File: config.mk
export PLATFORM = sky130hd
export DESIGN_NAME = serial_sync_rx
export DESIGN_NICKNAME = d
export VERILOG_FILES = /design/src/serial_rx_pkg.sv /design/src/rx_fifo_mem.sv /design/src/serial_sync_rx.sv
export SDC_FILE = /design/constraint.sdc
export NUM_CORES = 1
export LEC_CHECK = 0
export ABC_AREA = 1
export BUFFER_PORTS_ARGS = -buffer_cell sky130_fd_sc_hd__buf_2
export CAP_MARGIN = 40
export CORE_ASPECT_RATIO = 0.7
export CORE_UTILIZATION = 65
export CTS_BUF_LIST = sky130_fd_sc_hd__clkbuf_4 sky130_fd_sc_hd__clkbuf_8 sky130_fd_sc_hd__clkbuf_16
export CTS_CLUSTER_SIZE = 8
export DETAILED_ROUTE_END_ITERATION = 10
export HOLD_SLACK_MARGIN = 0.06
export PLACE_DENSITY = 0.85
export SYNTH_ARGS = -nofsm -noshare
export SYNTH_HDL_FRONTEND = slang
export SYNTH_HIERARCHICAL = 1
export SYNTH_SLANG_ARGS = --single-unit
File: constraint.sdc
create_clock -name clk -period 13.3 [get_ports clk]
set_clock_uncertainty 0.05 [all_clocks]
set_input_delay 1.33 -clock clk [delete_from_list [all_inputs] [get_ports clk]]
set_output_delay 1.33 -clock clk [all_outputs]
set_load 0.03 [all_outputs]
File: src/serial_rx_pkg.sv
// Package of constants and types for the rate divider and synchronous slave receiver
// Summary of operation
// - Bit rate is clock over factor times n+1
// - Slave mode receives continuously, never idle
// - Single-receive enable ignored in slave mode
// - Reception continues during sleep, word transferred
// - Completed character in sleep raises wake interrupt
// - Ninth-bit enable selects 9-bit characters
// - Ninth received bit shown in status register
// - Complete character sets flag and interrupt
// - Low eight bits read through receive FIFO
// - Overrun cleared by continuous or port disable
package serial_rx_pkg;
	// Register addresses (index on the plain register port)
	localparam logic [2:0] ADDR_RATE_CTRL   = 3'h0;
	localparam logic [2:0] ADDR_RX_STATUS   = 3'h1;
	localparam logic [2:0] ADDR_DIV_LOW     = 3'h2;
	localparam logic [2:0] ADDR_DIV_HIGH    = 3'h3;
	localparam logic [2:0] ADDR_TX_STATUS   = 3'h4;
	localparam logic [2:0] ADDR_RX_DATA     = 3'h5;
	localparam logic [2:0] ADDR_IRQ_STATUS  = 3'h6;
	localparam logic [2:0] ADDR_IRQ_MASK    = 3'h7;
	// Field positions
	localparam int BIT_WIDE_DIV    = 3;  // Rate control
	localparam int BIT_PORT_EN     = 7;  // Receive status control
	localparam int BIT_NINTH_EN    = 6;
	localparam int BIT_SINGLE_EN   = 5;
	localparam int BIT_CONT_EN     = 4;
	localparam int BIT_OVERRUN     = 1;
	localparam int BIT_NINTH_DATA  = 0;
	localparam int BIT_CLK_MASTER  = 7;  // Transmit status control
	localparam int BIT_SYNC_MODE   = 4;
	localparam int BIT_HIGH_SPEED  = 2;
	localparam int IRQ_RX_DONE     = 0;  // Interrupt status bits
	localparam int IRQ_OVERRUN     = 1;
	// Reset values
	localparam logic [7:0] RST_BYTE = 8'h00;
	localparam logic [1:0] RST_IRQ  = 2'h0;
	// Divider factors
	localparam logic [6:0] FACTOR_64 = 7'h40;
	localparam logic [6:0] FACTOR_16 = 7'h10;
	localparam logic [6:0] FACTOR_4  = 7'h04;
	// Receive FIFO depth
	localparam int FIFO_DEPTH = 2;
	// Register write/read request
	typedef struct packed {
		logic [2:0] addr;
		logic [7:0] wdata;
		logic       wr;
		logic       rd;
	} reg_req_t;
	// One received character
	typedef struct packed {
		logic       ninth;
		logic [7:0] low;
	} rx_char_t;
	// Receiver shift states
	typedef enum logic [1:0] {
		RX_OFF   = 2'b00,
		RX_SHIFT = 2'b01
	} rx_state_t;
endpackage

File: src/rx_fifo_mem.sv
// Small receive FIFO memory with registered read data
module rx_fifo_mem #(
	parameter int WIDTH = 9,
	parameter int DEPTH = 2
) (
	// Clock and reset
	input  wire logic             clk,
	input  wire logic             rst_n,
	// Write port
	input  wire logic             wrEn,
	input  wire logic [WIDTH-1:0] wrData,
	input  wire logic [0:0]       wrAddr,
	// Read port
	input  wire logic [0:0]       rdAddr,
	output logic      [WIDTH-1:0] rdData
);
	// One pointer bit addresses exactly two entries
	if (DEPTH != 2 || WIDTH < 1) begin : g_size_check
		$error("rx_fifo_mem supports depth 2 only");
	end
	logic [WIDTH-1:0] mem [DEPTH];  // Storage entries
	// Write storage and register read word
	always_ff @(posedge clk or negedge rst_n) begin
		if (!rst_n) begin
			for (int i = 0; i < DEPTH; i++) begin
				mem[i] <= '0;
			end
			rdData <= '0;
		end else begin
			if (wrEn) begin
				mem[wrAddr] <= wrData;
			end
			rdData <= (wrEn && wrAddr == rdAddr) ? wrData : mem[rdAddr];
		end
	end
endmodule

File: src/serial_sync_rx.sv
// Rate divider and synchronous slave receiver with register port and interrupt
//
// Design decisions made here: the strobed register port and the placing of the registers.
module serial_sync_rx (
	// Clock and reset
	input  wire logic       clk,
	input  wire logic       rst_n,
	// Register port
	input  wire logic [2:0] regAddr,
	input  wire logic [7:0] regWdata,
	input  wire logic       regWr,
	input  wire logic       regRd,
	output logic      [7:0] regRdata,
	// Shift pins from the external master
	input  wire logic       shiftClockPin,
	input  wire logic       shiftDataPin,
	// Power state and interrupt
	input  wire logic       sleepMode,
	output logic            irq,
	output logic            wakeUp,
	output logic            rateTick
);
	// Bundle the register port into one request
	serial_rx_pkg::reg_req_t req;      // Bundled request
	assign req = '{addr: regAddr, wdata: regWdata, wr: regWr, rd: regRd};

	// Software registers
	logic [7:0] rateCtrl, next_rateCtrl;   // Rate control
	logic [7:0] rxCtrl, next_rxCtrl;       // Receive control bits (writable)
	logic [7:0] divLow, next_divLow;       // Divider low byte
	logic [7:0] divHigh, next_divHigh;     // Divider high byte
	logic [7:0] txCtrl, next_txCtrl;       // Transmit status control
	logic [1:0] irqStat, next_irqStat;     // Sticky events
	logic [1:0] irqMask, next_irqMask;     // Event masks
	logic [7:0] rdData, next_rdData;       // Read data register
	// Receiver state
	serial_rx_pkg::rx_state_t state, next_state;
	logic [8:0] shiftReg, next_shiftReg;   // Receive shift register
	logic [3:0] bitCnt, next_bitCnt;       // Bits received
	logic       ckPrev, next_ckPrev;       // Last shift clock level
	logic       overrun, next_overrun;     // Overrun error flag
	// FIFO state
	logic [0:0] wrPtr, next_wrPtr;
	logic [0:0] rdPtr, next_rdPtr;
	logic [1:0] count, next_count;
	serial_rx_pkg::rx_char_t headChar;     // Oldest character
	// Divider state
	logic [21:0] divCnt, next_divCnt;
	logic        tick, next_tick;

	// Decoded control fields
	logic portEn;     // Serial port enable
	logic syncMode;   // Clocked mode
	logic ninthEn;    // Ninth-bit receive enable
	logic wideDiv;    // 16-bit divider
	logic highSpeed;  // High-speed divider
	logic slaveMode;  // Clocked slave selected
	logic rxActive;   // Receiver running
	assign portEn    = rxCtrl[serial_rx_pkg::BIT_PORT_EN];
	assign syncMode  = txCtrl[serial_rx_pkg::BIT_SYNC_MODE];
	assign ninthEn   = rxCtrl[serial_rx_pkg::BIT_NINTH_EN];
	assign wideDiv   = rateCtrl[serial_rx_pkg::BIT_WIDE_DIV];
	assign highSpeed = txCtrl[serial_rx_pkg::BIT_HIGH_SPEED];
	// Slave needs clocked mode with external clock source
	assign slaveMode = portEn && syncMode && !txCtrl[serial_rx_pkg::BIT_CLK_MASTER];
	// Continuous receive treated as set, single enable unused
	assign rxActive  = slaveMode;

	// Divider factor selection
	logic [6:0]  factor;
	logic [15:0] divN;
	logic [21:0] period;
	always_comb begin
		divN = wideDiv ? {divHigh, divLow} : {8'h00, divLow};
		// Clocked mode ignores the high-speed bit
		if (syncMode) begin
			factor = serial_rx_pkg::FACTOR_4;
		end else if (!highSpeed) begin
			factor = wideDiv ? serial_rx_pkg::FACTOR_16 : serial_rx_pkg::FACTOR_64;
		end else begin
			factor = wideDiv ? serial_rx_pkg::FACTOR_4 : serial_rx_pkg::FACTOR_16;
		end
		// Tick every factor times n plus one clocks
		period = 22'(factor) * (22'(divN) + 22'h00_0001);
	end

	// Rate counter next state
	always_comb begin
		next_divCnt = divCnt;
		next_tick   = 1'b0;
		// Divider held cleared while the port is off
		if (!portEn) begin
			next_divCnt = '0;
		end else if (divCnt + 22'h00_0001 >= period) begin
			next_divCnt = '0;
			next_tick   = 1'b1;
		end else begin
			// Count toward the period
			next_divCnt = divCnt + 22'h00_0001;
		end
	end

	// Edge of external shift clock
	logic ckRise;
	assign ckRise = shiftClockPin && !ckPrev;

	// FIFO storage
	logic       pushEn;    // Store a completed character
	logic       popEn;     // Data read removes the head
	logic [8:0] pushData;  // Character to store
	// Read address is the next pointer, so head data are ready
	rx_fifo_mem #(.WIDTH(9), .DEPTH(serial_rx_pkg::FIFO_DEPTH)) u_mem (
		.clk    (clk),
		.rst_n  (rst_n),
		.wrEn   (pushEn),
		.wrData (pushData),
		.wrAddr (wrPtr),
		.rdAddr (next_rdPtr),
		.rdData (headChar)
	);

	// Receiver, FIFO and flag next state
	logic charDone;  // Character completed this cycle
	always_comb begin
		next_state    = state;
		next_shiftReg = shiftReg;
		next_bitCnt   = bitCnt;
		next_ckPrev   = shiftClockPin;
		next_overrun  = overrun;
		next_wrPtr    = wrPtr;
		next_rdPtr    = rdPtr;
		next_count    = count;
		charDone      = 1'b0;
		pushEn        = 1'b0;
		pushData      = shiftReg;
		// Data read pops only a non-empty FIFO
		popEn         = req.rd && req.addr == serial_rx_pkg::ADDR_RX_DATA && count != 2'h0;
		case (state)
			// Waiting for the slave path to be selected
			serial_rx_pkg::RX_OFF: begin
				next_bitCnt = '0;
				if (rxActive) begin
					next_state = serial_rx_pkg::RX_SHIFT;
				end
			end
			// Count bits on each rising shift clock
			serial_rx_pkg::RX_SHIFT: begin
				if (!rxActive) begin
					next_state = serial_rx_pkg::RX_OFF;
				end else if (ckRise) begin
					// Shift in LSB first, keep going during sleep
					next_shiftReg = {shiftDataPin, shiftReg[8:1]};
					if (bitCnt == (ninthEn ? 4'h8 : 4'h7)) begin
						// Last bit of the character
						charDone    = 1'b1;
						next_bitCnt = '0;
						pushData    = ninthEn ? {shiftDataPin, shiftReg[8:1]}
						                      : {1'b0, shiftDataPin, shiftReg[8:2]};
					end else begin
						// More bits to come
						next_bitCnt = bitCnt + 4'h1;
					end
				end
			end
			// Unused code recovers to off
			default: next_state = serial_rx_pkg::RX_OFF;
		endcase
		// Full FIFO loses the new character
		if (charDone) begin
			if (count == 2'(serial_rx_pkg::FIFO_DEPTH)) begin
				next_overrun = 1'b1;
			end else begin
				pushEn = 1'b1;
			end
		end
		if (pushEn) begin
			next_wrPtr = wrPtr + 1'b1;
		end
		if (popEn) begin
			next_rdPtr = rdPtr + 1'b1;
		end
		// Occupancy follows pushes and pops
		next_count = count + {1'b0, pushEn} - {1'b0, popEn};
		// Disable or port off clears overrun
		if (!portEn || !rxCtrl[serial_rx_pkg::BIT_CONT_EN]) begin
			next_overrun = 1'b0;
		end
		// Port disable resets the whole receive unit
		if (!portEn) begin
			next_shiftReg = '0;
			next_bitCnt   = '0;
			next_wrPtr    = '0;
			next_rdPtr    = '0;
			next_count    = '0;
		end
	end

	// Register writes and sticky events
	always_comb begin
		next_rateCtrl = rateCtrl;
		next_rxCtrl   = rxCtrl;
		next_divLow   = divLow;
		next_divHigh  = divHigh;
		next_txCtrl   = txCtrl;
		next_irqMask  = irqMask;
		next_irqStat  = irqStat;
		// Software writes land on the next edge
		if (req.wr) begin
			case (req.addr)
				serial_rx_pkg::ADDR_RATE_CTRL: next_rateCtrl = req.wdata;
				serial_rx_pkg::ADDR_RX_STATUS: next_rxCtrl   = req.wdata;
				serial_rx_pkg::ADDR_DIV_LOW:   next_divLow   = req.wdata;
				serial_rx_pkg::ADDR_DIV_HIGH:  next_divHigh  = req.wdata;
				serial_rx_pkg::ADDR_TX_STATUS: next_txCtrl   = req.wdata;
				serial_rx_pkg::ADDR_IRQ_STATUS: next_irqStat = irqStat & ~req.wdata[1:0];
				serial_rx_pkg::ADDR_IRQ_MASK:  next_irqMask = req.wdata[1:0];
				default: ;
			endcase
		end
		// Set wins over write-one clear
		if (pushEn) begin
			next_irqStat[serial_rx_pkg::IRQ_RX_DONE] = 1'b1;
		end
		// Overrun event on the rising edge of the flag
		if (next_overrun && !overrun) begin
			next_irqStat[serial_rx_pkg::IRQ_OVERRUN] = 1'b1;
		end
	end

	// Read data mux, one cycle later
	always_comb begin
		next_rdData = 8'h00;
		// Zero unless a read is in progress
		if (req.rd) begin
			case (req.addr)
				serial_rx_pkg::ADDR_RATE_CTRL: next_rdData = rateCtrl;
				serial_rx_pkg::ADDR_RX_STATUS: begin
					next_rdData = rxCtrl & 8'hFC;
					next_rdData[serial_rx_pkg::BIT_OVERRUN]    = overrun;
					next_rdData[serial_rx_pkg::BIT_NINTH_DATA] = headChar.ninth;
				end
				serial_rx_pkg::ADDR_DIV_LOW:    next_rdData = divLow;
				serial_rx_pkg::ADDR_DIV_HIGH:   next_rdData = divHigh;
				serial_rx_pkg::ADDR_TX_STATUS:  next_rdData = txCtrl;
				serial_rx_pkg::ADDR_RX_DATA:    next_rdData = headChar.low;
				serial_rx_pkg::ADDR_IRQ_STATUS: next_rdData = {6'h00, irqStat};
				serial_rx_pkg::ADDR_IRQ_MASK:   next_rdData = {6'h00, irqMask};
				default:                        next_rdData = 8'h00;
			endcase
		end
	end

	// Register all state
	always_ff @(posedge clk or negedge rst_n) begin
		if (!rst_n) begin
			// Everything starts cleared
			rateCtrl <= serial_rx_pkg::RST_BYTE;
			rxCtrl   <= serial_rx_pkg::RST_BYTE;
			divLow   <= serial_rx_pkg::RST_BYTE;
			divHigh  <= serial_rx_pkg::RST_BYTE;
			txCtrl   <= serial_rx_pkg::RST_BYTE;
			irqStat  <= serial_rx_pkg::RST_IRQ;
			irqMask  <= serial_rx_pkg::RST_IRQ;
			rdData   <= serial_rx_pkg::RST_BYTE;
			state    <= serial_rx_pkg::RX_OFF;
			shiftReg <= '0;
			bitCnt   <= '0;
			ckPrev   <= 1'b0;
			overrun  <= 1'b0;
			wrPtr    <= '0;
			rdPtr    <= '0;
			count    <= '0;
			divCnt   <= '0;
			tick     <= 1'b0;
		end else begin
			// Take all next values
			rateCtrl <= next_rateCtrl;
			rxCtrl   <= next_rxCtrl;
			divLow   <= next_divLow;
			divHigh  <= next_divHigh;
			txCtrl   <= next_txCtrl;
			irqStat  <= next_irqStat;
			irqMask  <= next_irqMask;
			rdData   <= next_rdData;
			state    <= next_state;
			shiftReg <= next_shiftReg;
			bitCnt   <= next_bitCnt;
			ckPrev   <= next_ckPrev;
			overrun  <= next_overrun;
			wrPtr    <= next_wrPtr;
			rdPtr    <= next_rdPtr;
			count    <= next_count;
			divCnt <= next_divCnt;
			tick   <= next_tick;
		end
	end

	// Outputs
	assign regRdata = rdData;
	assign irq      = |(irqStat & irqMask);
	// Wake needs sleep and an unmasked completion
	assign wakeUp   = sleepMode && irq && irqMask[serial_rx_pkg::IRQ_RX_DONE]
	                  && irqStat[serial_rx_pkg::IRQ_RX_DONE];
	assign rateTick = tick;
endmodule

## Yosys cells after proc, flatten, opt, wreduce, memory -nomap -nowiden

Index checks and enable logic that the tools add are counted.

- Bits of input ports: 18
- Output and inout bits: 11
- Word-level logic and storage cells: 149
- Register bits: 123

- Magnitude comparators: 4
- Muxes and demuxes: 54
- Bitwise gates (word level): 5
- Eq/ne operators: 20
- Reductions and logical operators: 36
- $add $sub $neg: 7
- Multiply operators: 1

Operators with widths:

| cell | count |
|---|---|
| two-way mux 9 bit | 14 |
| case mux 8 bit (8 select lines) | 1 |
| two-way mux 22 bit | 2 |
| adder 22 x 1 -> 22 bit (second input constant) | 1 |
| >= comparator 22 bit | 1 |
| multiplier 7 x 17 -> 22 bit | 1 |
| two-way mux 7 bit | 3 |
| two-way mux 4 bit | 5 |
| bitwise mux 18 bit | 1 |
| AND reduction 2 bit | 9 |
| adder 16 x 1 -> 17 bit (second input constant) | 1 |
| two-way mux 1 bit | 17 |
| two-way mux 16 bit | 1 |
| equality test 3 bit (second input constant) | 4 |
| logical AND 1 bit | 11 |
| two-way mux 2 bit | 5 |
| nonzero test 2 bit | 5 |
| demux 9 bit (select 1 bit) | 1 |
| two-way mux 8 bit | 1 |
| inequality test 2 x 1 -> 1 bit (second input constant) | 4 |
| case mux 4 bit (2 select lines) | 1 |
| equality test 3 x 2 -> 1 bit (second input constant) | 2 |
| inequality test 3 bit (second input constant) | 2 |
| AND reduction 3 bit | 2 |
| other kinds (23) | 32 |

## Depth between registers and ports, before layout

Gate-level depths: netlist (run 1).

- Word-level depth: 11
- Gate-level depth with buffers: 32

## Hierarchy

The synthesis (run 1) kept the hierarchy.

Modules (own cells, without submodules):

| module | instances | area each (um^2) | cells each | sequential area each (um^2) |
|---|---|---|---|---|
| serial_sync_rx | 1 | 7477.2 | 1002 | 2327.2 |
| rx_fifo_mem | 1 | 1270.0 | 138 | 675.6 |

## Worst setup path before layout (run 1)

OpenSTA, ideal clock, no wires.

- Path type: reg2reg
- Start point: register rateCtrl[3]
- End point: register divCnt[13]
- Slack: 8.104 ns
- Path buffers: 3
- Cell stages (with the launch flop): 31
- Arrival: 5.023 ns
- Path through: dfrtp_1 > buf_4 > inv_1 > ha_1 > nand2_1 > clkbuf_1 > nor2_1 > ha_1 > inv_1 > fa_1 > inv_1 > ha_1 > ha_1 > ha_1 > a21oi_1 > o21ai_0 > nor2_1 > nor2_1 > nor2_1 > inv_1 > nand2_1 > nand2_1 > ha_1 > nand2_1 > nor2_1 > nand2_1 > inv_1 > nand4_1 > nand4_1 > buf_2 > nor2_1

- Cells in the longest elaborated chain, start to end: 7

RTL lines:

| what | RTL line | text |
|---|---|---|
| start: declaration | serial_sync_rx.sv:28 | `logic [7:0] rateCtrl, next_rateCtrl;` |
| start signal: assignment | serial_sync_rx.sv:257 | `rateCtrl <= serial_rx_pkg::RST_BYTE;` |
| start signal: assignment | serial_sync_rx.sv:277 | `rateCtrl <= next_rateCtrl;` |
| branches (longest 3 deep; another with adder 16 x 1 -> 17 bit) | n/a |  |
| multiplier 7 x 17 -> 22 bit (*) | serial_sync_rx.sv:84 | `period = 22'(factor) * (22'(divN) + 22'h00_0001);` |
| >= comparator 22 bit (*) | serial_sync_rx.sv:94 | `end else if (divCnt + 22'h00_0001 >= period) begin` |
| two-way mux 22 bit (*) | serial_sync_rx.sv:94 |  |
| two-way mux 22 bit (*) | serial_sync_rx.sv:92 | `if (!portEn) begin` |
| net next_divCnt[13] | serial_sync_rx.sv:48 | `logic [21:0] divCnt, next_divCnt;` |
| end signal: assignment | serial_sync_rx.sv:293 | `divCnt <= next_divCnt;` |
| end: declaration | serial_sync_rx.sv:48 |  |

Mark *: on every way through the listed nets, which the timed path passes.
A chain may end at the register's enable or synchronous reset.

## Final worst setup path (run 1)

- Start point: register divLow[0]
- End point: register divCnt[3]

- Cells in the longest elaborated chain, start to end: 6

RTL lines:

| what | RTL line | text |
|---|---|---|
| start: declaration | serial_sync_rx.sv:30 | `logic [7:0] divLow, next_divLow;` |
| start signal: assignment | serial_sync_rx.sv:259 | `divLow <= serial_rx_pkg::RST_BYTE;` |
| start signal: assignment | serial_sync_rx.sv:279 | `divLow <= next_divLow;` |
| two-way mux 16 bit | serial_sync_rx.sv:74 | `divN = wideDiv ? {divHigh, divLow} : {8'h00, divLow};` |
| adder 16 x 1 -> 17 bit | serial_sync_rx.sv:84 |  |
| multiplier 7 x 17 -> 22 bit | serial_sync_rx.sv:84 |  |
| >= comparator 22 bit | serial_sync_rx.sv:94 |  |
| two-way mux 22 bit | serial_sync_rx.sv:94 |  |
| two-way mux 22 bit | serial_sync_rx.sv:92 |  |
| net next_divCnt[3] | serial_sync_rx.sv:48 |  |

The timed path passes the listed nets, and every way through them passes these cells.

==> results of run 1 <==
layout make-up:
cell class	count	area, um^2	area share [%]
clock inverters	14	123	1.28
flip-flops and latches	120	3000	31.4
clock buffers	18	439	4.59
repair buffers	31	169	1.77
well taps	166	208	2.17
inverters	175	666	6.96
multi-input cells	824	4950	51.8
logic make-up (layout without fill, tap and decap cells):
family	after synthesis	in the layout	share of synthesized area, %
flops	120	120	34.3
fa+ha+maj	106	106	16.3
xor+xnor	39	39	3.91
simple gates	515	515	25.4
buf+inv	196	238	9.04
compound gates	164	164	11.0
sequential cells by signal, indices dropped and copies added, names as in the netlist:
name and cells:
divCnt 22, wrPtr 1, rateTick 1, u_mem/mem 18, divLow 8, txCtrl 8
state 1, rdPtr 1, u_mem/rdData 9, shiftReg 9, bitCnt 4, irqMask 2
divHigh 8, irqStat 2, count 2, regRdata 8, overrun 1, rateCtrl 8
ckPrev 1, rxCtrl 6
stage by stage:
stage | worst slack [ps] | hold slack (ps) | total power [uW] | utilization (%)
detailed placement | 7390 | 418 | 694 | 68.5
floorplan | 8100 | 393 | 618 | -
global route | 6750 | 452 | 1200 | 72.8
CTS | 7340 | 433 | 1140 | 72.8
global placement | 7180 | 415 | 678 | 68.4
finish | 7290 | 429 | 1150 | 72.8
worst max path at each step:
stage / depth (start not counted) / from / end / slack [ps]
finish: 29 / divLow[0] / divCnt[3] / 7290
global route: 29 / divLow[0] / divCnt[3] / 6750
floorplan: 30 / rateCtrl[3] / divCnt[13] / 8100
detailed placement: 29 / divLow[0] / divCnt[19] / 7390
global placement: 28 / divLow[1] / divCnt[2] / 7180
CTS: 29 / divLow[0] / divCnt[3] / 7340
worst max-delay path, delay by kind of cell (launching register included):
kind                     cells  cell delay (ps)
AO/OA/AOI/OAI                5              740
XOR/XNOR                     1              240
adder cells (fa/ha/maj)      7             2290
buffers and inverters        4              450
flip-flops                   1              440
AND/OR/NAND/NOR             12             1720
power breakdown:
| group | switching, uW | internal, uW | leakage (uW) |
|---|---|---|---|
| registers | 34.2 | 392 | 0.00161 |
| clock network | 179 | 263 | 0.000277 |
| logic | 183 | 93.8 | 0.00326 |
| total | 397 | 749 | 0.00515 |
per-layer routing:
layer,up-vias,GRT usage [%]
li1,3733,-
met1,3599,46.4
met2,397,48.2
met3,41,8.07
met4,0,9.87
met5,-,0
synth_stat cells, types with 3 or more instances:
master	n
nand2_1	273
inv_1	163
dfrtp_1	120
nor2_1	120
ha_1	93
nand3_1	63
o21ai_0	59
a21oi_1	32
xor2_1	27
o21ai_1	22
o21ai_2	18
nand4_1	16
a31oi_1	13
fa_1	13
xnor2_1	12
nor3_1	11
buf_2	10
inv_2	8
clkbuf_1	6
nand2_2	6
nand2_4	5
nor2_2	5
nand3_2	3
nor3_4	3
o21bai_1	3
o22ai_1	3
==> results.txt, run 1 <==
The flow ran to the end, and the final reports show no timing, DRC or antenna violations. In this run, the number of DRC markers left after iteration 0 of detailed routing was 804. Signal routing reaches up to met4. The number of levels the H-tree was split into is 4.

The tools report the end of the worst register-to-register path as divCnt[3]. In the layout the commonest cells are 273 x nand2_1, 163 x inv_1, 120 x nor2_1, 120 x dfrtp_1, 93 x ha_1. Critical path class: reg -> reg. From bottom edge to top edge, the die measures 99.1 um. Including well taps, the total number of placed cells is 1316. The repair_antennas step left the layout with diodes totalling 0.

The share of Yosys cell area claimed by the top area cell type was 34.3%; the residual overflow from global routing was 0. At the worst endpoint, the required time is 13580 ps. Post-synthesis async set-or-reset flop share: 100%. The detailed placer's ending HPWL was 15.4 mm; the layout-stage area growth over the synthesis result was 9.30%.

The maximum fanout count along the critical path works out to 16. The minimum clock period was 6010 ps. The highest cell delay on the worst timing path was 530 ps; the via count was 7770. The later pin in the worst-skew pair is clocked with a latency of 410 ps. The number of standard cells in the final layout excluding fillers is 1348. The run gives 65 as the largest net degree at the start of global routing. The slowest stage of the critical path is the fa_1 cell. For the TritonCTS buffer count, the log shows 17. The worst register-to-register path has a depth of 29. The worst hold path passes through 2 cells. Class of the tightest hold or removal check: reg -> reg.

The detailed router put a total of 9.63 mm of wire on met1. The run gives 51 as the number of distinct library cells after synthesis. For the DRC violation count after routing, the log shows 0. The most used flip-flop cell after synthesis was dfrtp_1. The worst hold path terminates at u_mem/mem[0]. The net count of the finished layout is 1293. Fill cells in the final layout number 1011.

In the post-synthesis netlist, the biggest area contributors are dfrtp_1 34%, ha_1 13%, nand2_1 12%. Fraction of final layout cells sized beyond drive strength 1: 10.2%. The average via count per standard cell was 5.76; the maximum clock frequency was 166 MHz.

The tool flagged a number of max-cap violations equal to 0. The most frequent standard cell in the layout excluding fill and tap cells was nand2_1. Routed wire length on met3: 2.01 mm. The tools report the final count of hold timing violations as 0. For this design, the CTS-stage hold fixing added 0 buffers. Counting flops and latches in the post-synthesis netlist gives 120.

Once the floorplan was initialized, standard cells occupied 66.6% of the core. The mean instance size in the synthesized netlist came out at 7.67 um^2. Cell area power density: 120 nW/um^2.

The floorplan step set the die width to 141 um. The tools report the length of routed met2 wiring as 9.14 mm. The tools report the post-synthesis instance area as 8750 um^2. Clock tree buffer depth: 2. The aggregate routed wire length was 21.2 mm. The tree is rooted in a clkbuf_16. Clock tree synthesis found a total of 120 sinks. Across all register-to-register paths, the minimum setup slack is 7290 ps.

STA classifies the critical path endpoint as a flop. The leading area contributor after synthesis is dfrtp_1. The number of nets in the synthesized netlist is 1264. The synthesized design contains 0 enable-type register cells. Startpoint type of the worst setup path: a flop. The reported leakage power is 0.00515 uW.

The startpoint identified for the worst register-to-register timing path is divLow[0]. For this run, the register share of the synthesized area comes to 34.3%. The worst-margin pin slew was 796 ps; the die area was 13900 um^2. Buffers placed on the I/O ports in this run total 28. The logs give 13100 um^2 for the core footprint and 0.980 for the global placer's final weighted congestion.

The floorplan has 35 rows. In this run the count of I/O pins placed on the die edge is 29. The first global-routing pass estimated 35.1 mm of wire.

The run gives 0 as the initial antenna violation count. The number of setup violations in the final report was 0; the final total negative setup slack was 0 ps. The startpoint identified for the worst hold timing path is u_mem/mem[0]. During synthesis, Yosys emitted a total of 6 warnings.

The first TritonRoute pass finished after 6 iterations. VDD sags by at most 0.103 mV. The routed wire length per instance was 15.7 um; the placed cell area was 9000 um^2. The number of global-route vias before repair is 7291. TritonCTS built the clock tree. The normalized max-slew margin was 47.0%; the synthesized netlist cell count was 1140. The number of buffers added for setup after CTS is 0. For the global-route usage over all layers, the log shows 32.3%. Once detail routing completed, the nets flagged for antenna violations numbered 0. After clock tree synthesis, the repair step resized 0 gates. After routing the design area is 9560 um^2.

The share of the clock period used by the worst path is 45.2%. The max-slew violation count was 0; the clock-pin slew on the worst setup and hold paths was 60 ps. Setup repair after global routing left no endpoint under its margin.

The endpoint arrival time on the critical path is 6290 ps.
(Power assumes the default switching activity.)
==> run 2, diff against run 1 <==
--- a/config.mk
+++ b/config.mk
@@ -5,16 +5,16 @@
 export SDC_FILE = /design/constraint.sdc
 export NUM_CORES = 1
 export LEC_CHECK = 0
-export ABC_AREA = 1
+export ABC_AREA = 0
 export BUFFER_PORTS_ARGS = -buffer_cell sky130_fd_sc_hd__buf_2
 export CAP_MARGIN = 40
 export CORE_ASPECT_RATIO = 0.7
-export CORE_UTILIZATION = 65
+export CORE_UTILIZATION = 64
 export CTS_BUF_LIST = sky130_fd_sc_hd__clkbuf_4 sky130_fd_sc_hd__clkbuf_8 sky130_fd_sc_hd__clkbuf_16
 export CTS_CLUSTER_SIZE = 8
 export DETAILED_ROUTE_END_ITERATION = 10
 export HOLD_SLACK_MARGIN = 0.06
-export PLACE_DENSITY = 0.85
+export PLACE_DENSITY = 0.84
 export SYNTH_ARGS = -nofsm -noshare
 export SYNTH_HDL_FRONTEND = slang
 export SYNTH_HIERARCHICAL = 1
==> constraint.sdc (replaced) <==
create_clock -name clk -period 5.8 [get_ports clk]
set_clock_uncertainty 0.05 [all_clocks]
set_input_delay 0.58 -clock clk [delete_from_list [all_inputs] [get_ports clk]]
set_output_delay 0.58 -clock clk [all_outputs]
set_load 0.03 [all_outputs]
==> run 2 against run 1 <==
  * The run now ends with negative setup slack left
  * Die area increased by 0.81%
  * Register-to-register slack lost 7400 ps
  * Clock power grew 150%
  * Cell area is 5.1% higher
  * Critical endpoint is now divCnt[16]
  * Largest power group unchanged
==> results.txt, run 2 <==
Clock tree synthesis selected as its root buffer the cell clkbuf_16. Max-cap violations in this run came to 0. The routed wire length per instance was 20.4 um; the cell area power density was 315 nW/um^2.

After detailed routing, the number of remaining DRC violations is 0. STA classifies the critical path startpoint as a flop. The flip-flop count of the largest register after layout is 22, and the aggregate routed wire length is 22.8 mm. The number of clock sinks is 120. After the first detailed-routing iteration, the DRC count stood at 839.

Registers take 3010 um^2. Via count: 7021. The maximum clock frequency is 171 MHz, and the post-synthesis instance area is 8680 um^2. Leaving out fill and tap cells, the most frequent cell in the layout is dfrtp_1. Of the available clock period, the critical path in the final layout requires 101%.

For this run the aggregate overflow at the end of global routing stands at 0. In the layout the commonest cells are 116 x dfrtp_1, 78 x nand2_1, 76 x ha_1. Data on the critical path arrives at its endpoint at 6150 ps. The endpoint type of the worst setup path was a flop. The die covers 14000 um^2. The post-layout net count was 1042; the clock-pin slew on the worst setup and hold paths was 60 ps. Pin placement for this block handled 29 I/O pins. Number of global-route vias before repair: 6457.

The largest registers in the layout are divCnt x22, u_mem/mem x18. After detailed routing, the met2 layer carries 10.4 mm of wire. By area the synthesized netlist is led by dfrtp_1 35%, ha_1 13%, mux2_2 6.0%. The end of the worst register-to-register path is divCnt[16]. The initial antenna violation count was 1; the required time of the critical path was 6100 ps. The highest layer touched by signal routing is met5. The detailed router put a total of 9.75 mm of wire on met1. The tools report the max-slew violation count as 0.

The final reports fail on negative setup slack. In this run the remaining antenna-violating nets after routing total 0. The maximum fanout count along the critical path was 5. The leading area contributor after synthesis is dfrtp_1. In this design, the critical path's most frequently occurring cell is ha_1.

The run finished, with violations left. After synthesis, the largest area contributor takes up 34.6% of total cell area. The logic depth of the worst register-to-register path is 26.

In the routed layout, each cell is associated on average with a via count of 6.29. Measured along the y axis, the die boundary spans 99.5 um. The worst register-to-register path begins at divLow[5]. The first-pass detailed-route iteration total came out at 5.

At the pin with the least slew margin, the transition time is 784 ps. Cells with a size suffix above 1 make up 24.9% of the layout. In the post-synthesis netlist, the cell with the most instances is dfrtp_1. A synthesized cell averages 9.91 um^2. For the wire length of the first global-routing pass, the log shows 33.1 mm. Most used flip-flop cell after synthesis: dfrtp_1.

After floorplanning, the core was sized to cover 13200 um^2. The slowest stage cell on the critical path is fa_1. The HPWL after detailed placement is 13.2 mm. Counting flops per register, the top entry is divCnt. The final total negative setup slack was -633 ps. By count the netlist is led by 120 x dfrtp_1, 93 x ha_1, 78 x nand2_1, 66 x nor2_1, 62 x inv_1.

After filler insertion, the fill cell instance count of the layout stands at 757. The initial utilization of the core area, before any placement, comes to 65.9%. Once placement finished, the instance area stood at 8960 um^2.

The number of antenna diodes in the final layout is 0. Summing the sequential cell areas from Yosys gives 34.6% of the chip area. The number of levels the H-tree was split into was 4; the worst-case setup margin in the final layout was -57.7 ps. The die is 141 um wide. For flop-to-flop paths, the worst setup slack is -60 ps.

Subtracting the final worst setup slack from the clock period gives 5860 ps. The global-route usage over all layers was 30.4%; the post-synthesis sequential element count was 120. On the worst path, the slowest cell contributes a delay of 530 ps. The logs give 10000 um^2 for the post-route cell area and 430 ps for the clock latency on the worst-skew pair. The run gives 16 as the number of setup violations in the final report. For this design the static power due to leakage is 0.00491 uW.

Of all flip-flops after synthesis, the portion carrying an async set or reset was 100%. TritonCTS created 17 clock buffers. The tools report the largest net degree at the start of global routing as 63. The class of the tightest hold or removal check is in -> async.

The clock tree buffer depth was 2. IR analysis of the VDD net gives a maximum drop of 0.259 mV. The synthesized design contains 0 enable-type register cells. When the netlist entered floorplanning its net count stood at 1000. Port buffering added 28 buffers. The tools report the warning count from the yosys run as 6.

Wire segments on met3 add up to 2.03 mm in the final route. The worst pin sits at a relative slew slack of 47.8%. For the final count of hold timing violations, the log shows 0. The congestion estimate from routability-driven global placement came to 0.826.

After technology mapping, the gate count stands at 876. The number of standard-cell rows in the floorplan was 35; the number of distinct library cells after synthesis was 69. The layout-stage area growth over the synthesis result was 15.7%; the area used by multi-input combinational logic was 5590 um^2. The setup path with the least slack is of type reg -> reg. In this run the worst setup path terminates at divCnt[16].

TritonCTS built the clock tree. The tools report the start point of the critical path as divLow[5].
==> run 2: power breakdown <==
group | switching, uW | internal (uW) | leakage, uW
sequential | 102 | 912 | 0.00158
clock | 427 | 659 | 0.000294
combinational | 593 | 476 | 0.00303
==> run 2: metal layers <==
metal	vias up	global-route usage (%)
met2	362	46.2
met3	69	5.73
met1	3447	44.4
met5	-	0
li1	3141	-
met4	2	8.95
==> run 2: cells by family (layout without fill, tap and decap cells) <==
| family | after synthesis | count (layout) | share of synthesized area, % |
|---|---|---|---|
| simple gates | 279 | 279 | 16.7 |
| compound gates | 138 | 138 | 11.6 |
| mux | 80 | 80 | 10.1 |
| flops | 120 | 120 | 34.6 |
| fa+ha+maj | 106 | 106 | 16.4 |
| buf+inv | 99 | 154 | 5.07 |
| xor+xnor | 54 | 54 | 5.53 |
==> run 2: worst min path at each step <==
stage,from,end,slack [ps],cells past startpoint
global route,rst_n,divCnt[21],230,1
global placement,u_mem/mem[5],u_mem/mem[5],390,2
detailed placement,u_mem/mem[5],u_mem/mem[5],400,2
floorplan,rst_n,bitCnt[0],230,0
finish,rst_n,divCnt[21],150,1
CTS,rst_n,divCnt[21],200,1
==> run 2: cell type report <==
cell class | count | area share (%)
multi-input cells | 657 | 55.6
flip-flops and latches | 120 | 29.9
clock buffers | 19 | 4.51
repair buffers | 59 | 3.82
inverters | 63 | 2.35
well taps | 185 | 2.30
clock inverters | 13 | 1.43
==> run 2: timing repair <==
item | in CTS | in global routing
hold buffers | 0 | 0
pin swaps | 1 | 30
setup endpoints to repair | 22 | 23
hold endpoints to repair | 0 | 0
gates cloned | 0 | 3
gates resized for setup | 3 | 68
setup buffers | 1 | 13
==> run 2: metrics by stage <==
step / util, % / std cells / worst slack [ps] / total power, uW / hold WS (ps)
4_1_cts: 72.6 / 1100 / 32.4 / 2930 / 197
5_1_grt: 76.2 / 1116 / -327 / 3320 / 226
3_3_place_gp: 67.9 / 1065 / -0.838 / 1790 / 394
3_5_place_dp: 67.9 / 1067 / -80.3 / 1820 / 400
2_1_floorplan: - / 876 / 5.88 / 1600 / 234
6_report: 76.2 / 1116 / -57.7 / 3170 / 150
==> run 2: critical path: cells and delay by family (launching register included) <==
family                     cells  cell delay (ps)
DFF                            1              400
adders and majority gates      6             1960
and+or+nand+nor                7             1070
AOI/OAI and AO/OA              7             1330
xor gates and xnor gates       2              470
buffers and inverters          4              490
==> run 3, diff against run 2 <==
--- a/config.mk
+++ b/config.mk
@@ -15,6 +15,7 @@
 export DETAILED_ROUTE_END_ITERATION = 10
 export HOLD_SLACK_MARGIN = 0.06
 export PLACE_DENSITY = 0.84
+export SLEW_MARGIN = 20
 export SYNTH_ARGS = -nofsm -noshare
 export SYNTH_HDL_FRONTEND = slang
 export SYNTH_HIERARCHICAL = 1
==> constraint.sdc (replaced) <==
create_clock -name clk -period 5.8 [get_ports clk]
set_clock_uncertainty 0.05 [all_clocks]
set_input_delay 0.58 -clock clk [delete_from_list [all_inputs] [get_ports clk]]
set_output_delay 0.58 -clock clk [all_outputs]
set_load 0.05 [all_outputs]
==> run 3 against run 2 <==
  * The flow still finishes with violations (negative setup slack)
  * Non-clock buffer count rose by 8
  * Sequential share of layout area fell by 0.49 points
  * Sequential power barely moved
  * Cell area rose by 1.7%
  * Clock power barely moved
  * Setup slack got worse by 160 ps
  * Combinational power rose by 8%
  * First-iteration DRC count fell by 8.7%
  * Via count rose by 2.4%
==> results.txt, run 3 (same netlist as run 2, synthesis figures left out) <==
The logs give 0 for the max capacitance violation total and 2.12 mm for the routed wire length on met3. Across the VDD grid, the largest voltage drop is 0.243 mV. Setup violations remaining at the end of the flow were counted as 22. The cell area power density was 322 nW/um^2. For this configuration, the core starts out at a cell density of 65.9%. The slack of the worst reg-to-reg path is -220 ps, and the wire length on met1 is 9.86 mm.

In this run the top signal layer used is met4. The run gives 13200 um^2 as the core footprint. The number of antenna diodes in the final layout is 0. The startpoint of the worst hold path is shiftClockPin. Wires add up to 24.0 mm. The library cells used most frequently in the layout, excluding fill and tap cells, are 114 x dfrtp_1, 77 x nand2_1, 74 x ha_1. The worst hold path stage count is 1. For this design, the sink count on the clock tree is 120. In this run the power spent charging and discharging nets is 1160 uW. In this run the vertical extent of the chip is 99.5 um.

The setup slack after placement came out at -71.5 ps. The number of routed nets with antenna violations is 0. The first detailed-routing pass took 5 iterations. Sequential cells account for 30.8% of the total power. Row generation in the floorplan step produced 35 rows. The worst-margin pin slew is 779 ps, and the length of routed met2 wiring is 11.0 mm. The flip-flop count of the largest register after layout was 22. The flow ran to the end, but the final reports show violations. The finished cells cover 10200 um^2. Using the TritonRoute via totals, the vias-per-cell ratio works out to 6.39.

For this run, the top clock speed supported by timing is 166 MHz. The highest cell delay on the worst timing path was 550 ps. Headroom to the max-slew limit came out at 48.1%. TritonCTS built the clock tree. The max-slew violation count is 0. The terminating pin of the worst hold path is ckPrev. For the via count, the log shows 7187.

The logs give 33.2 mm for the wire length of the first global-routing pass and 0 for the DRC violation count after routing. Of the available clock period, the critical path in the final layout requires 104%. Net switching is 35.3% of the power. Compared with the post-synthesis result, the final layout area differs by 17.7%. The residual overflow from global routing came out at 0.

After legalization and detailed placement, the total HPWL measured 13.2 mm. Clock-pin slew was measured on the worst setup and hold paths at 60 ps. For the reported leakage power, the log shows 0.00496 uW.

Endpoint type of the worst setup path: a flop. STA puts the critical path data required time at 6100 ps. The final reports fail on negative setup slack. Counting cells, the worst reg-to-reg path comes to 26. Port buffering added 28 buffers. The combinational cell fraction of total power was 35.3%; the clock latency on the worst-skew pair was 420 ps. Ranked by flip-flop count, first place goes to divCnt. Summing internal, switching and leakage power gives 3290 uW. The logs give 2130 uW for the total internal power and 0.826 for the global placer's final weighted congestion. Most frequent standard cell in the layout excluding fill and tap cells: dfrtp_1. For the final routed database, the setup TNS stands at -2630 ps. The critical path in this run is classified as reg -> reg.

The logs give 17 for the TritonCTS buffer count and 2 for the clock tree buffer depth. CTS placed an instance of clkbuf_16 at the clock tree root. Final count of hold timing violations: 0.

Data on the critical path arrives at its endpoint at 6320 ps. The clock network burns 34.0% of the power. Die area: 14000 um^2. Dividing the detail-routed wire length by the instance count gives 21.4 um.

Class of the tightest hold or removal check: in -> reg. Among all stages on the critical path, the largest delay is contributed by fa_1. The fraction of final layout cells sized beyond drive strength 1 came out at 26.4%. Of all nets on the critical path, the largest fanout is 6. In this run the cell area measured after placement is 8950 um^2.

The tools report the worst-case setup margin in the final layout as -221 ps. The global-route usage over all layers is 30.5%, and the minimum clock period is 6020 ps. In the final design database the tool counted 1050 nets.

The largest net degree at the start of global routing was 63; the number of levels the H-tree was split into was 4. The logs give 29 for the number of top-level pins and 0 for the initial antenna violation count. The startpoint type of the worst setup path was a flop. Measured along the x axis, the die boundary spans 141 um. In this run the critical register-to-register path is captured at divCnt[16].

The startpoint identified for the worst register-to-register timing path is divLow[1]. For this block, the initial DRC count from the detailed router was 766. The number of global-route vias before repair came out at 6462. The largest registers in the layout are divCnt x22, u_mem/mem x18.
-- run 3: how the worst max path moves through the flow --
stage / start / endpoint / slack (ps) / cells past startpoint
floorplan: rateCtrl[3] / divCnt[13] / 6 / 26
global placement: divLow[0] / divCnt[2] / -0.8 / 24
detailed placement: divLow[0] / divCnt[8] / -70 / 24
CTS: divLow[0] / divCnt[5] / 10 / 23
global route: divLow[1] / divCnt[17] / -290 / 25
finish: divLow[1] / divCnt[16] / -220 / 26
-- run 3: repair_timing --
action / CTS / global route
pin swaps: 1 / 33
hold endpoints to repair: 0 / 2
buffers inserted: 1 / 20
gates resized for setup: 4 / 78
cloned: 0 / 2
hold buffers: 0 / 1
setup endpoints to repair: 22 / 23
-- run 3: worst max-delay path: cells and delay by family, from the launching register on --
| kind | cells | cell delay [ps] |
|---|---|---|
| DFF | 1 | 430 |
| buffers and inverters | 5 | 680 |
| adders and majority gates | 6 | 1980 |
| AOI/OAI and AO/OA | 7 | 1380 |
| and+or+nand+nor | 6 | 890 |
| xor gates and xnor gates | 2 | 550 |
-- run 3: stage by stage --
stage          cells  hold slack, ps  util (%)
3_5_place_dp    1067             401      67.9
3_3_place_gp    1065             394      67.9
6_report        1124             247      77.5
5_1_grt         1124             234      77.5
2_1_floorplan    876             234         -
4_1_cts         1100             196      72.8
-- run 3: layout make-up --
class,instances,area [um^2]
multi-input combinational,657,5650
sequential,120,3010
fill,727,2960
timing repair buffer,67,469
clock buffer,19,453
inverter,63,236
tap,185,231
clock inverter,13,166
-- run 3: power by group through the flow --
stage          clock, uW  combinational, uW  sequential [uW]
3_3_place_gp           0                789             1010
4_1_cts             1120                860             1000
2_1_floorplan          0                613              996
3_5_place_dp           0                818             1010
5_1_grt             1170               1250             1020
6_report            1120               1160             1010
-- run 3: per-layer routing --
layer,track usage (%),vias up
li1,-,3151
met1,43.8,3483
met2,46.0,445
met3,6.45,108
met4,10.5,0
met5,0,-
